## src/logic/ldp_pkg.sv

```systemverilog
// Purpose: Shared constants and types for the laser drive and fault control block
// Assumes: 200 MHz core clock, seven-bit serial register addresses
// Notes:   Timing figures are kept in their own units and converted to cycles here
package ldp_pkg;

    localparam int CLK_MHZ = 200;

    // Register map, serial port addresses
    localparam logic [6:0] REG_CTRL_PRI = 7'h1A;
    localparam logic [6:0] REG_CUR_SET  = 7'h1C;
    localparam logic [6:0] REG_CUR_INV  = 7'h1D;
    localparam logic [6:0] REG_CTRL_SEC = 7'h1F;
    localparam logic [7:0] REG_RESET    = 8'h00;

    // Field layout of the control registers
    localparam int RANGE_MSB = 7;
    localparam int RANGE_LSB = 6;
    localparam int CAL_MSB   = 3;
    localparam int CAL_LSB   = 1;
    localparam logic [2:0] CAL_ENABLE = 3'h5;
    localparam logic [1:0] RANGE_LOW  = 2'h1;
    localparam logic [7:0] CUR_MIN    = 8'h00;

    // Serial frame: address byte with write flag, then data byte
    localparam int         SPI_WRITE_BIT = 7;
    localparam logic [4:0] SPI_ADDR_DONE = 5'h08;
    localparam logic [4:0] SPI_DATA_DONE = 5'h10;

    // Timing
    localparam int SELFTEST_PERIOD_US  = 1000;
    localparam int SELFTEST_PERIOD_CYC = SELFTEST_PERIOD_US * CLK_MHZ;
    localparam int SELFTEST_SETTLE_NS  = 500;
    localparam int SELFTEST_SETTLE_CYC = (SELFTEST_SETTLE_NS * CLK_MHZ + 999) / 1000;
    // Ground sense is ignored this many cycles after a self-test while its path drains
    localparam int SELFTEST_RELEASE_CYC = 8;
    localparam int PULSE_PERIOD_NS     = 2000;
    localparam int PULSE_PERIOD_CYC    = (PULSE_PERIOD_NS * CLK_MHZ) / 1000;
    localparam int PULSE_WIDTH_NS      = 500;
    localparam int PULSE_WIDTH_CYC     = (PULSE_WIDTH_NS * CLK_MHZ + 999) / 1000;

    typedef enum logic { LDP_RUN, LDP_TEST } ldp_state_t;

    typedef struct packed {
        logic       on;
        logic       cw;
        logic [1:0] range;
        logic [7:0] current;
    } ldp_drive_t;

endpackage

```

## src/logic/ldp_laser_ctrl.sv

```systemverilog
// Purpose: Laser range/current registers, pulsed or continuous drive, single fault supervision
// Assumes: Serial pins and fault comparators are asynchronous and are synchronised here
// Notes:   A latched fault holds the laser off until the next reset
`timescale 1ns/1ps
`default_nettype none

// Operation
// - With calibration mode enabled in primary bits 3:1 the laser is driven continuously except during each self-test.
// - The supply disable output is low in normal operation and high on a drive pin fault.
// - A ground path on the drive pin clears the drive on bit, keeping the current setting, and raises supply disable.
// - The detector is self-tested periodically; a pin held at supply is reported as a fault.
// - Outside calibration mode the laser is driven in pulses.
module ldp_laser_ctrl
    import ldp_pkg::*;
#(
    parameter int SELFTEST_PERIOD = SELFTEST_PERIOD_CYC
) (
    input  wire logic       clk,
    input  wire logic       reset_n,
    input  wire logic       spi_ncs_n,
    input  wire logic       spi_sclk,
    input  wire logic       spi_mosi,
    output var  logic       spi_miso,
    output var  logic       spi_miso_oe,
    input  wire logic       drive_pin_gnd_sense,
    input  wire logic       drive_pin_supply_sense,
    output var  ldp_drive_t laser_drive,
    output var  logic       laser_supply_disable_n,
    output var  logic       selftest_ground_en,
    output var  logic       laser_fault
);

    logic [2:0] ncs_s_q, sclk_s_q;
    logic [1:0] mosi_s_q, gnd_s_q, sup_s_q;
    logic [4:0] bit_cnt_q;
    logic [7:0] rx_q, tx_q;
    logic [6:0] addr_q;
    logic       write_q;
    logic [7:0] ctrl_pri_q, cur_set_q, cur_inv_q, ctrl_sec_q;
    ldp_state_t state_q;
    logic [31:0] timer_q;
    logic [15:0] pulse_cnt_q;
    logic        fault_q;
    logic        sclk_rise, sclk_fall, frame_on;
    logic        cal_on, cur_ok, range_ok, testing;
    logic [3:0]  release_q;
    logic        gnd_armed;
    logic [7:0]  rx_next;

    function automatic logic [7:0] reg_read(input logic [6:0] a, input logic [7:0] p,
                                            input logic [7:0] s, input logic [7:0] i,
                                            input logic [7:0] c);
        if (a == REG_CTRL_PRI) begin
            return p;
        end else if (a == REG_CUR_SET) begin
            return s;
        end else if (a == REG_CUR_INV) begin
            return i;
        end else if (a == REG_CTRL_SEC) begin
            return c;
        end else begin
            return 8'h00;
        end
    endfunction

    // Two-flop synchronisers; the third serial stage feeds edge detection only
    always_ff @(posedge clk) begin
        if (!reset_n) begin
            ncs_s_q  <= 3'h7;
            sclk_s_q <= 3'h0;
            mosi_s_q <= 2'h0;
            gnd_s_q  <= 2'h0;
            sup_s_q  <= 2'h0;
        end else begin
            ncs_s_q  <= {ncs_s_q[1:0], spi_ncs_n};
            sclk_s_q <= {sclk_s_q[1:0], spi_sclk};
            mosi_s_q <= {mosi_s_q[0], spi_mosi};
            gnd_s_q  <= {gnd_s_q[0], drive_pin_gnd_sense};
            sup_s_q  <= {sup_s_q[0], drive_pin_supply_sense};
        end
    end

    assign frame_on  = !ncs_s_q[1];
    assign sclk_rise = frame_on && sclk_s_q[1] && !sclk_s_q[2];
    assign sclk_fall = frame_on && !sclk_s_q[1] && sclk_s_q[2];
    assign rx_next   = {rx_q[6:0], mosi_s_q[1]};

    // Serial frame: shift in on rising edges, capture address after 8 bits
    always_ff @(posedge clk) begin
        if (!reset_n || !frame_on) begin
            bit_cnt_q <= 5'h00;
            rx_q      <= 8'h00;
            addr_q    <= 7'h00;
            write_q   <= 1'b0;
        end else if (sclk_rise) begin
            rx_q      <= rx_next;
            bit_cnt_q <= (bit_cnt_q == SPI_DATA_DONE) ? bit_cnt_q : bit_cnt_q + 5'h01;
            if (bit_cnt_q == SPI_ADDR_DONE - 5'h01) begin
                addr_q  <= rx_next[6:0];
                write_q <= rx_next[SPI_WRITE_BIT];
            end
        end
    end

    // Register writes on the sixteenth rising edge of a write frame
    always_ff @(posedge clk) begin
        if (!reset_n) begin
            ctrl_pri_q <= REG_RESET;
            cur_set_q  <= REG_RESET;
            cur_inv_q  <= REG_RESET;
            ctrl_sec_q <= REG_RESET;
        end else if (sclk_rise && write_q && bit_cnt_q == SPI_DATA_DONE - 5'h01) begin
            if (addr_q == REG_CTRL_PRI) begin
                ctrl_pri_q <= rx_next;
            end else if (addr_q == REG_CUR_SET) begin
                cur_set_q <= rx_next;
            end else if (addr_q == REG_CUR_INV) begin
                cur_inv_q <= rx_next;
            end else if (addr_q == REG_CTRL_SEC) begin
                ctrl_sec_q <= rx_next;
            end
        end
    end

    // Read data leaves MSB first on falling edges after the address byte
    always_ff @(posedge clk) begin
        if (!reset_n || !frame_on) begin
            tx_q        <= 8'h00;
            spi_miso    <= 1'b0;
            spi_miso_oe <= 1'b0;
        end else begin
            if (sclk_rise && bit_cnt_q == SPI_ADDR_DONE - 5'h01) begin
                tx_q        <= reg_read(rx_next[6:0], ctrl_pri_q, cur_set_q, cur_inv_q,
                                        ctrl_sec_q);
                spi_miso_oe <= !rx_next[SPI_WRITE_BIT];
            end else if (sclk_fall && !write_q && bit_cnt_q >= SPI_ADDR_DONE) begin
                spi_miso <= tx_q[7];
                tx_q     <= {tx_q[6:0], 1'b0};
            end
        end
    end

    assign cal_on   = ctrl_pri_q[CAL_MSB:CAL_LSB] == CAL_ENABLE;
    assign cur_ok   = cur_set_q == ~cur_inv_q;
    assign range_ok = ctrl_pri_q[RANGE_MSB:RANGE_LSB] == ~ctrl_sec_q[RANGE_MSB:RANGE_LSB];
    assign testing  = state_q == LDP_TEST;

    // Periodic self-test of the fault detector with the supply cut
    always_ff @(posedge clk) begin
        if (!reset_n) begin
            state_q <= LDP_RUN;
            timer_q <= 32'h0;
        end else begin
            case (state_q)
                LDP_RUN: begin
                    if (timer_q == 32'(SELFTEST_PERIOD - 1)) begin
                        state_q <= LDP_TEST;
                        timer_q <= 32'h0;
                    end else begin
                        timer_q <= timer_q + 32'h1;
                    end
                end
                default: begin
                    if (timer_q == 32'(SELFTEST_SETTLE_CYC - 1)) begin
                        state_q <= LDP_RUN;
                        timer_q <= 32'h0;
                    end else begin
                        timer_q <= timer_q + 32'h1;
                    end
                end
            endcase
        end
    end

    // The test's own ground path is still seen through the pin and synchroniser for a
    // few cycles after the test ends; without this blanking it would latch a fault
    always_ff @(posedge clk) begin
        if (!reset_n) begin
            release_q <= 4'h0;
        end else if (testing) begin
            release_q <= 4'(SELFTEST_RELEASE_CYC);
        end else if (release_q != 4'h0) begin
            release_q <= release_q - 4'h1;
        end
    end

    assign gnd_armed = !testing && release_q == 4'h0;

    // Fault latch: ground path in run, or pin not pulled low during the test
    always_ff @(posedge clk) begin
        if (!reset_n) begin
            fault_q <= 1'b0;
        end else if (gnd_armed && gnd_s_q[1]) begin
            fault_q <= 1'b1;
        end else if (testing && timer_q == 32'(SELFTEST_SETTLE_CYC - 1)
                     && (!gnd_s_q[1] || sup_s_q[1])) begin
            fault_q <= 1'b1;
        end
    end

    always_ff @(posedge clk) begin
        if (!reset_n || pulse_cnt_q == 16'(PULSE_PERIOD_CYC - 1)) begin
            pulse_cnt_q <= 16'h0;
        end else begin
            pulse_cnt_q <= pulse_cnt_q + 16'h1;
        end
    end

    // Drive outputs, all registered
    always_ff @(posedge clk) begin
        if (!reset_n) begin
            laser_drive            <= '{on: 1'b0, cw: 1'b0, range: RANGE_LOW, current: CUR_MIN};
            laser_supply_disable_n <= 1'b0;
            selftest_ground_en     <= 1'b0;
            laser_fault            <= 1'b0;
        end else begin
            laser_drive.cw      <= cal_on;
            laser_drive.on      <= !fault_q && !testing
                                   && (cal_on || pulse_cnt_q < 16'(PULSE_WIDTH_CYC));
            laser_drive.current <= cur_ok ? cur_set_q : CUR_MIN;
            laser_drive.range   <= range_ok ? ctrl_pri_q[RANGE_MSB:RANGE_LSB] : RANGE_LOW;
            laser_supply_disable_n <= fault_q || testing;
            selftest_ground_en     <= testing && !fault_q;
            laser_fault            <= fault_q;
        end
    end
endmodule

`default_nettype wire

```

## config.mk

```make
export PLATFORM = sky130hd
export DESIGN_NAME = ldp_laser_ctrl
export DESIGN_NICKNAME = d
export VERILOG_FILES = /design/src/logic/ldp_pkg.sv /design/src/logic/ldp_laser_ctrl.sv
export SDC_FILE = /design/constraint.sdc
export NUM_CORES = 1
export LEC_CHECK = 0
export CORE_UTILIZATION = 25
export DETAILED_ROUTE_END_ITERATION = 8
export DONT_BUFFER_PORTS = 1
export PLACE_DENSITY = 0.5
export SLEW_MARGIN = 20
export SYNTH_ARGS = -nofsm -noshare
export SYNTH_HDL_FRONTEND = slang
export SYNTH_SLANG_ARGS = --single-unit
```

## constraint.sdc

```tcl
create_clock -name clk -period 3.45 [get_ports clk]
set_input_delay 0.345 -clock clk [delete_from_list [all_inputs] [get_ports clk]]
set_output_delay 0.345 -clock clk [all_outputs]
set_load 0.01 [all_outputs]
```

[Word level (Yosys, flattened, before mapping)]
Cells that the tools add are included.
Word-level totals
  output and inout port bits: 17
  logic and storage cells: 121
  register bits: 142
  input bits: 7
Operators by class
  multiplexer cells: 16
  add/subtract/negate cells: 4
  bitwise logic cells: 8
  $lt $le $gt $ge: 2
  reduce and logical (&&, ||, !) cells: 45
  equal/unequal tests: 17
Operators with widths (count)
  $mux 32: 3
  $eq 7x5->1 const B: 8
  $mux 8: 6
  $add 32x1->32 const B: 1
  $eq 32x18->1 const B: 1
  $eq 32x7->1 const B: 1
  $add 16x1->16 const B: 1
  $eq 16x9->1 const B: 1
  $logic_and 1x1->1: 16
  $lt 16x7->1 const B: 1
  $reduce_and 2->1: 6
  $logic_not 1->1: 9
  $eq 8x8->1: 1
  $mux 4: 2
  $not 8->8: 1
  $not 1->1: 6
  $reduce_bool 2->1: 3
  $add 5x1->5 const B: 1
  $eq 5x3->1 const B: 1
  $eq 5x4->1 const B: 1
  $eq 5x5->1 const B: 1
  $ge 5x4->1 const B: 1
  $logic_or 1x1->1: 5
  $mux 1: 5
  other kinds (10): 10

[Depth between registers and ports, before layout]
Gate-level depths: netlist of the first run.
  word-level depth: 7
  gate-level depth with buffers: 10
  gate-level depth less buffers: 8

[Worst setup path before layout of the first run]
Ideal clock, no wire load.
  path type: register -> register
  start point: reg bit_cnt_q[0]
  end point: reg cur_inv_q[5]
  path buffers: 1
  required time: 3.324 ns
  clock period less this slack: 1.925 ns
  setup slack: 1.525 ns
  library setup time: 0.126 ns
  arrival time: 1.799 ns
  cell stages (with the launch flop): 10
  path through: dfxtp_1 > ha_1 > and3_1 > ha_1 > inv_1 > nor4_4 > nand4b_1 > clkbuf_1 > nand3_1 > o21ai_0
Between the ends
  word-level cells in the longest chain between the ends: 3
Ends and longest elaborated chain
  from (decl): line ldp_laser_ctrl.sv:35  | logic [4:0] bit_cnt_q;
  from (signal assigned): line ldp_laser_ctrl.sv:97  | bit_cnt_q <= (bit_cnt_q == SPI_DATA_DONE) ? bit_cnt_q : bit_cnt_q + 5'h01;
  $eq 5x4->1: line ldp_laser_ctrl.sv:112  | end else if (sclk_rise && write_q && bit_cnt_q == SPI_DATA_DONE - 5'h01) begin
  $logic_and 1x1->1: line ldp_laser_ctrl.sv:112
  $reduce_and 4->1 (no source line)
  to (signal assigned): line ldp_laser_ctrl.sv:118  | cur_inv_q <= rx_next;
  to (decl): line ldp_laser_ctrl.sv:39  | logic [7:0] ctrl_pri_q, cur_set_q, cur_inv_q, ctrl_sec_q;
Every way passes these cells.
A chain may end at the register's enable or synchronous reset.

[Final worst setup path of the first run]
  start point: reg bit_cnt_q[0]
  end point: reg cur_inv_q[7]
The elaborated chain is that of the path after synthesis.

==> results of run 1 <==
layout make-up:
class                   instances  area [um^2]  area share, %
clock buffers                  18          439           6.50
multi-input cells             469         2810           41.6
flip-flops and latches        142         2840           42.1
inverters                      16         60.1          0.889
well taps                     313          392           5.79
repair buffers                  6         45.0          0.666
clock inverters                14          170           2.52
power by group through the flow:
stage | registers, uW | clock network (uW) | logic, uW
4_1_cts | 1700 | 1940 | 134
6_report | 1700 | 1890 | 131
3_5_place_dp | 1740 | 0 | 134
5_1_grt | 1700 | 2010 | 158
2_1_floorplan | 1730 | 0 | 127
3_3_place_gp | 1740 | 0 | 134
worst max-delay path, stage by stage (launching register included):
cell and delay (ns):
sky130_fd_sc_hd__dfxtp_1 0.38, sky130_fd_sc_hd__ha_1 0.23, sky130_fd_sc_hd__and3_1 0.17, sky130_fd_sc_hd__ha_1 0.14
sky130_fd_sc_hd__inv_1 0.06, sky130_fd_sc_hd__nor4_4 0.32, sky130_fd_sc_hd__nand4b_1 0.50, sky130_fd_sc_hd__nand3_1 0.24
sky130_fd_sc_hd__o21ai_0 0.10
cell usage after synthesis, drive strengths merged:
library cell / n
dfxtp: 142
nand2: 69
nor2: 65
nand3: 55
o21ai: 40
xor2: 29
a21oi: 28
xnor2: 25
and2: 21
clkbuf: 21
nand4: 19
inv: 16
nor4: 16
nor3: 13
and3: 12
buf: 11
a222oi: 7
ha: 7
a22o: 5
mux2: 5
or3: 5
a22oi: 4
a31oi: 4
and4: 4
mux2i: 4
nand2b: 4
nor2b: 4
nand4b: 3
o22ai: 3
and3b: 2
nor3b: 2
nor4b: 2
nor4bb: 2
or3b: 2
a211oi: 1
a21boi: 1
a221oi: 1
and4b: 1
o2111ai: 1
o211ai: 1
o21a: 1
o311a: 1
stage by stage:
stage          hold slack, ns  instance area (um^2)  util [%]  total power, uW  std cells
3_3_place_gp            0.399                  6150      27.0             1870        946
6_report               0.0240                  6760      29.7             3720        978
2_1_floorplan           0.386                  5830         -             1860        659
4_1_cts               0.00604                  6760      29.7             3770        978
3_5_place_dp            0.414                  6150      27.0             1870        946
5_1_grt               0.00212                  6760      29.7             3870        978
cells by family after synthesis:
logic type / count (synthesis) / synth area share, %
compound gates: 98 / 10.0
flops: 142 / 48.8
mux: 9 / 1.65
simple gates: 301 / 26.6
buf+inv: 48 / 3.33
fa+ha+maj: 7 / 1.50
xor+xnor: 54 / 8.12
registers in the layout, indices dropped and copies added, names as in the netlist, 4 cells and up:
name / count
timer_q: 32
pulse_cnt_q: 16
laser_drive: 12
ctrl_pri_q: 8
ctrl_sec_q: 8
cur_inv_q: 8
cur_set_q: 8
tx_q: 8
addr_q: 7
rx_q: 7
bit_cnt_q: 5
release_q: 4
per-layer routing:
layer,wire length [um],GRT usage (%),up-vias
met4,160,5.04,0
li1,-,-,2293
met2,5830,17.3,49
met3,346,3.03,14
met1,6470,14.9,2059
met5,0,0,-
worst paths after layout:
check        slack [ns]  cells past startpoint          from             end
max                1.17                      8  bit_cnt_q[0]    cur_inv_q[7]
min                0.02                      1       reset_n  laser_drive[8]
max reg2reg        1.17                      8  bit_cnt_q[0]    cur_inv_q[7]
min reg2reg        0.43                      1    ncs_s_q[0]      ncs_s_q[1]
==> results by stage, run 1 <==
Power and ir drop:
- For this design the static power due to leakage is around 0.0022 uW.
- The proportion of power drawn by combinational gates is between 3 and 4%.
- Net switching is around a quarter of the power.
- Per report_power, the sequential group accounts for a little under half of the total.
- The ratio of total power to cell area is 550 mW/mm^2.
- Per report_power, the clock group accounts for between 50% and 60% of the total.
- Summed over all nets, the switching power comes to just under 900 uW.
- VDD sags by at most 0.243 mV.
- Internal power comes to 2850 uW.

Synthesis:
- Synthesis inferred 142 register bits.
- Synthesis produced a netlist with a net count of 673.
- The register area share after synthesis is between 40% and 50%.
- The cell count after synthesis is approximately 660.
- The count of different cell masters after synthesis is 50.
- The per-instance average area after synthesis is between 8 and 9 um^2.
- The total standard cell area after synthesis is roughly 0.0058 mm^2.
- The number of warnings reported in the yosys synthesis log is 0.
- The largest total area in the synthesized netlist belongs to sky130_fd_sc_hd__dfxtp_1.
- Ranked by total cell area, the synthesized netlist is headed by sky130_fd_sc_hd__dfxtp_1 49%, sky130_fd_sc_hd__nand3_1 4.7%, sky130_fd_sc_hd__nand2_1 4.4%, sky130_fd_sc_hd__xor2_1 4.4%, sky130_fd_sc_hd__nor2_1 4.2%.
- The area share of the largest cell type after synthesis is between 40% and 50%.

Die:
- The die covers 0.0239 mm^2.
- 24 I/O pins were placed.
- The horizontal die dimension is between 150 and 200 um.
- The initial core utilization is between 20% and 30%.
- The row count is 55.
- The y dimension of the die is approximately 150 um.
- The core box area is 0.0228 mm^2.

STA:
- The final count of pins violating max slew is 0.
- For this run, the top clock speed supported by timing is 438 MHz.
- Once routing completed, OpenROAD measured the worst setup slack at 1.17 ns.
- The slew at the pin closest to its max-slew limit is between 1 and 1.5 ns.
- The final hold violation count is 0.
- The final period utilization is between 60 and 70%.
- Counting I/O delays and the setup requirement, the final critical path takes between 2 and 2.5 ns.
- In the final timing run, aggregate negative setup slack is 0 ns.
- The remaining max-slew budget at the tightest pin is between 30% and 40%.
- The number of setup violations in the final report is 0.
- The clock arrives with between 0.01 and 0.015 ns of skew.
- Setup repair after global routing left no endpoint under its margin.

Clock network:
- The CTS root buffer is sky130_fd_sc_hd__clkbuf_16.
- TritonCTS built the clock tree.
- The number of clock sinks is around 140.
- The setup fix buffers added after clock tree synthesis is 0.
- Buffers inserted to repair hold after CTS numbered 0.
- The clock tree synthesis step divided the H-tree into 4 levels.
- Clock tree synthesis inserted a total of 17 buffers.
- The clock-pin slew reported for the worst setup and hold paths after clock tree synthesis is around 0.07 ns.
- At the later pin of the worst-skew pair, clock insertion delay measures ~0.42 ns.
- The clock passes through at most 2 buffers.
- After clock tree synthesis, the repair step resized 0 gates.

Worst setup path:
- The kind of end point of the critical path is a register.
- By startpoint and endpoint, the worst setup path is classified as register to register.
- Data on the critical path arrives at its endpoint at about 2.6 ns.
- Of all nets on the critical path, the largest fanout is 16.
- The startpoint type of the worst setup path is a register.
- At the worst endpoint, the required time is around 3.7 ns.

Finish:
- The total of fill cells in the finished design is ~2400.
- Leaving out fill and tap cells, the most frequent cell in the layout is sky130_fd_sc_hd__dfxtp_1.
- In the layout the commonest cells are 142 x sky130_fd_sc_hd__dfxtp_1, 69 x sky130_fd_sc_hd__nand2_1, 65 x sky130_fd_sc_hd__nor2_1.
- The final antenna diode count is 0.
- The final layout net count is between 600 and 700.
- Cells with a size suffix above 1 make up around 8% of the layout.
- The area growth from synthesis to layout is 16.0%.

Placement:
- The final RePlAce weighted congestion is around 0.77.
- The sum of net half-perimeters after detailed placement is ~8600 um.
- The number of buffers added on ports is 0.
- At the placement stage, the worst setup path has a slack of around 1.1 ns.

Route:
- In the routed layout, each cell is associated on average with a via count of between 4 and 5.
- In this run, the number of DRC markers left after iteration 0 of detailed routing was 275.
- The number of antenna-violating nets in the routed design is 0.
- After detailed routing, the total wire length is between 10000 and 15000 um.
- Dividing the detail-routed wire length by the instance count gives about 13 um.
- The total via count after detailed routing is 4415.
- For this run, the detailed router's first-pass iteration total came to 8.
- The number of DRC violations after detailed routing is 0.

Global route:
- The remaining global-route overflow is 0.
- The number of global-route vias before repair is 4097.
- The number of antenna violations at the first check in global routing is 0.
- Entering global routing, the biggest net connects 77 pins.
- The wire length of the first global-routing pass is 21300 um.
- Across every metal layer, demand over resource in global routing totals 11.3%.

Run status:
- The run finished with clean final reports.

Flow run:
- The reported max-cap violation count is 0.

Min path:
- The path class of the tightest hold or removal check is input pin to register.
(Power assumes the default switching activity.)
==> run 2, diff against run 1 <==
--- a/config.mk
+++ b/config.mk
@@ -5,6 +5,7 @@
 export SDC_FILE = /design/constraint.sdc
 export NUM_CORES = 1
 export LEC_CHECK = 0
+export ABC_AREA = 1
 export CORE_UTILIZATION = 25
 export DETAILED_ROUTE_END_ITERATION = 8
 export DONT_BUFFER_PORTS = 1
==> constraint.sdc (replaced) <==
create_clock -name clk -period 2.3 [get_ports clk]
set_input_delay 0.23 -clock clk [delete_from_list [all_inputs] [get_ports clk]]
set_output_delay 0.23 -clock clk [all_outputs]
set_load 0.01 [all_outputs]
==> results by stage, run 2 <==
Synthesis:
- The per-instance average area after synthesis is 6.98 um^2 (-21%).
- The total standard cell area after synthesis is 0.00665 mm^2 (+14%).
- The register area share after synthesis is 42.7% (-6.0 points).
- The post-synth net total is 967 (+44%).
- The most instantiated library cell after synthesis is sky130_fd_sc_hd__nand2_1.
- The number of enable-type register cells in the synthesized netlist came to 0 (unchanged).
- The area share of the largest cell type after synthesis came to 42.7% (-6.0 points).
- The number of synthesized register bits is 142 (unchanged).
- The number of warnings reported in the yosys synthesis log came to 0 (unchanged).
- Sorting the synthesized cells by area gives the leading types as sky130_fd_sc_hd__dfxtp_1 43%, sky130_fd_sc_hd__nand2_1 9.9%, sky130_fd_sc_hd__nor2_1 9.7%, sky130_fd_sc_hd__inv_1 7.0%, sky130_fd_sc_hd__nand3_1 5.0%.
- The count of different cell masters after synthesis is 40 (-20%).
- The cell taking the most area after synthesis is sky130_fd_sc_hd__dfxtp_1.
- In the synthesized netlist, the cells that appear most often are 176 x sky130_fd_sc_hd__nand2_1, 171 x sky130_fd_sc_hd__nor2_1, 142 x sky130_fd_sc_hd__dfxtp_1, 124 x sky130_fd_sc_hd__inv_1, 67 x sky130_fd_sc_hd__nand3_1.
- The proportion of register bits with asynchronous set or reset after synthesis is 0% (unchanged).
- The cell count after synthesis is 953 (+45%).
- The most used flip-flop cell after synthesis is sky130_fd_sc_hd__dfxtp_1.

Worst setup path:
- The data arrival at the endpoint of the critical path is 2.20 ns (-0.37 ns).
- The largest fanout on the critical path came to 9 (-7).
- The critical path class is register to register.
- The number of cells on the worst reg-to-reg path came to 11 (+3).
- The worst path required time is 2.62 ns (-1.12 ns).
- The worst setup path is captured at a register.
- The worst setup path is launched from a register.

Min path:
- The worst hold path cell count was 3 (+2).
- The worst min-delay path class is input pin to register.

Clock network:
- The setup fix buffers added after clock tree synthesis is 0 (unchanged).
- The total clock buffers created by CTS is 17 (unchanged).
- The deepest level of the CTS H-tree is 4 (unchanged).
- The clock-pin slew reported for the worst setup and hold paths after clock tree synthesis is 0.06 ns (about the same).
- TritonCTS built the clock tree.
- In this run the clock root is driven by a sky130_fd_sc_hd__clkbuf_16.
- The number of buffers on the longest clock path is 2 (unchanged).
- The insertion delay of the later-clocked pin in the worst-skew pair is 0.43 ns (about the same).
- The number of clock sinks came to 142 (unchanged).

Finish:
- The final design instance area without fill is 0.00769 mm^2 (+14%).
- The flip-flop count of the largest register, all copies and words added is 32 (unchanged).
- The share of cells above drive strength 1 is 8.91% (+0.94 points).
- The total of fill cells in the finished design came to 2822 (+17%).
- The commonest non-fill, non-tap cell in the layout is sky130_fd_sc_hd__nand2_1.
- The final layout net count is 977 (+47%).
- The final antenna diode count is 0 (unchanged).
- In the final layout, the registers with the most flip-flops are timer_q (32), pulse_cnt_q (16), laser_drive (12).
- The final core utilization came to 29.5% (-0.16 points).
- The area taken by multi-input logic gates is 0.00315 mm^2 (+12%).
- The layout overhead on the synthesized area is 15.6%.
- Counting flops per register, the top entry is timer_q.
- The top cell types in the final layout, fill and taps aside, are 176 x sky130_fd_sc_hd__nand2_1, 171 x sky130_fd_sc_hd__nor2_1, 142 x sky130_fd_sc_hd__dfxtp_1.
- The area occupied by registers is 0.00284 mm^2 (unchanged).

Run status:
- The flow ran to the end, and the final reports show no timing, DRC or antenna violations.

Die:
- The number of primary I/O pins is 24 (unchanged).
- The die footprint came to 0.0273 mm^2 (+14%).
- The row count was 59 (+7.3%).
- The y dimension of the die came to 165 um (+6.7%).
- The core box area is 0.0261 mm^2 (+14%).
- The initial core utilization is 25.5% (-0.062 points).
- The horizontal die dimension is 165 um (+6.7%).

Route:
- The total iterations of the first detailed-routing run is 5 (-3).
- The starting DRC count in detailed routing was 357 (+30%).
- The total via count after detailed routing is 5672 (+28%).
- The ratio of routed vias to standard cells is 4.33 (-4.2%).
- The number of antenna-violating nets in the routed design is 0 (unchanged).
- The average detailed-routed wire length per instance is 12.5 um (-4.2%).
- The post-detailed-routing wire length is 16400 um (+28%).
- The number of DRC violations after detailed routing is 0 (unchanged).

STA:
- The clock skew after layout was 0.00914 ns (-0.00106 ns).
- The slew at the pin closest to its max-slew limit is 0.479 ns (-0.549 ns).
- The final hold violation count came to 0 (unchanged).
- The final period utilization came to 81.7% (+15 points).
- Setup repair after global routing left no endpoint under its margin.
- The post-route setup TNS is 0 ns (unchanged).
- The number of setup violations in the final report is 0 (unchanged).
- The final count of pins violating max slew came to 0 (unchanged).
- The final worst hold slack was 0.115 ns (+0.0912 ns).
- The peak clock frequency supported by timing is 532 MHz (+22%).
- The time the worst path needs with I/O delays and setup is 1.88 ns (-0.405 ns).
- The remaining max-slew budget at the tightest pin is 68.0% (+37 points).

Flow run:
- The reported max-cap violation count is 0 (unchanged).

Power and ir drop:
- The power after layout is 5710 uW (+54%).
- The static leakage is 0.00290 uW (+29%).
- The ratio of total power to cell area is 742 mW/mm^2 (+35%).
- The largest voltage drop on the vdd net is 0.462 mV (+90%).

Global route:
- The number of antenna violations at the first check in global routing is 0 (unchanged).
- The number of global-route vias before repair is 5469 (+33%).
- The wire length of the first global-routing pass came to 27700 um (+30%).
- The remaining global-route overflow is 0 (unchanged).
- The pin count of the biggest net entering global routing is 41 (-47%).
- The overall routing resource usage came to 13.1% (+1.8 points).

Placement:
- The number of buffers added on ports is 0 (unchanged).
- The placed cell area is 0.00697 mm^2 (+13%).
- The final RePlAce weighted congestion was 0.897 (+17%).
- The sum of net half-perimeters after detailed placement was 11700 um (+36%).
==> run 2: cell count changes after synthesis, sizes merged, moves of 16 or more <==
cell,change
a21oi,+24
and2,-21
inv,+117
nand2,+113
nand3,+18
nor2,+122
o21ai,+28
xnor2,-16
xor2,-17
==> run 2: repair_timing <==
action | in CTS | in global routing
endpoints found under the hold margin | 45 | 0
resized for setup | 0 | 0
hold buffers | 10 | 0
==> run 2: metal layers <==
layer / global-route usage (%) / wire, um / vias to the layer above
met2: 20.3 / 7180 / 74
met3: 2.72 / 555 / 21
met4: 5.09 / 275 / 0
li1: - / - / 3041
met1: 17.7 / 8430 / 2536
met5: 0 / 0 / -
==> run 2: worst max-delay path, cell delays in order (launching register included) <==
cell                      delay, ns
sky130_fd_sc_hd__dfxtp_1       0.36
sky130_fd_sc_hd__ha_1          0.18
sky130_fd_sc_hd__nand2_1       0.09
sky130_fd_sc_hd__nor2_1        0.10
sky130_fd_sc_hd__ha_1          0.15
sky130_fd_sc_hd__nand2_1       0.08
sky130_fd_sc_hd__nor2_4        0.18
sky130_fd_sc_hd__inv_1         0.13
sky130_fd_sc_hd__nor2_4        0.23
sky130_fd_sc_hd__inv_2         0.12
sky130_fd_sc_hd__nor2_1        0.11
sky130_fd_sc_hd__nor2_1        0.06
==> run 2: cell families (layout without fill, tap and decap cells) <==
kind of cell | count (synthesis) | after routing | synth area share (%)
adder cells (fa/ha/maj) | 7 | 7 | 1.32
AO/OA/AOI/OAI | 125 | 125 | 9.61
XOR/XNOR | 21 | 21 | 2.77
AND/OR/NAND/NOR | 498 | 498 | 33.7
flip-flops | 142 | 142 | 42.7
buffers and inverters | 160 | 183 | 9.88
==> run 2: layout make-up <==
cell class / instances / share of cell area (%)
multi-input cells: 651 / 41.0
flip-flops and latches: 142 / 37.0
inverters: 134 / 6.54
clock buffers: 17 / 5.53
well taps: 335 / 5.45
clock inverters: 15 / 2.41
repair buffers: 17 / 2.12
==> run 2: per-stage QoR <==
stage / cells / setup WS (ns)
3_3_place_gp: 1269 / 0.495
2_1_floorplan: 953 / 0.685
6_report: 1311 / 0.421
5_1_grt: 1311 / 0.249
4_1_cts: 1311 / 0.437
3_5_place_dp: 1269 / 0.446
==> run 2: worst paths after layout <==
kind                start             to  slack (ns)
max reg2reg  bit_cnt_q[0]   cur_inv_q[1]        0.42
min               reset_n  ctrl_sec_q[5]        0.12
max          bit_cnt_q[0]   cur_inv_q[1]        0.42
min reg2reg    ncs_s_q[0]     ncs_s_q[1]        0.41
==> run 2: where the power goes <==
group	total [uW]	switching, uW	internal [uW]	leakage (uW)
Clock	2880	1160	1720	0.000295
Sequential	2550	36.3	2520	0.00115
Combinational	271	162	109	0.00146
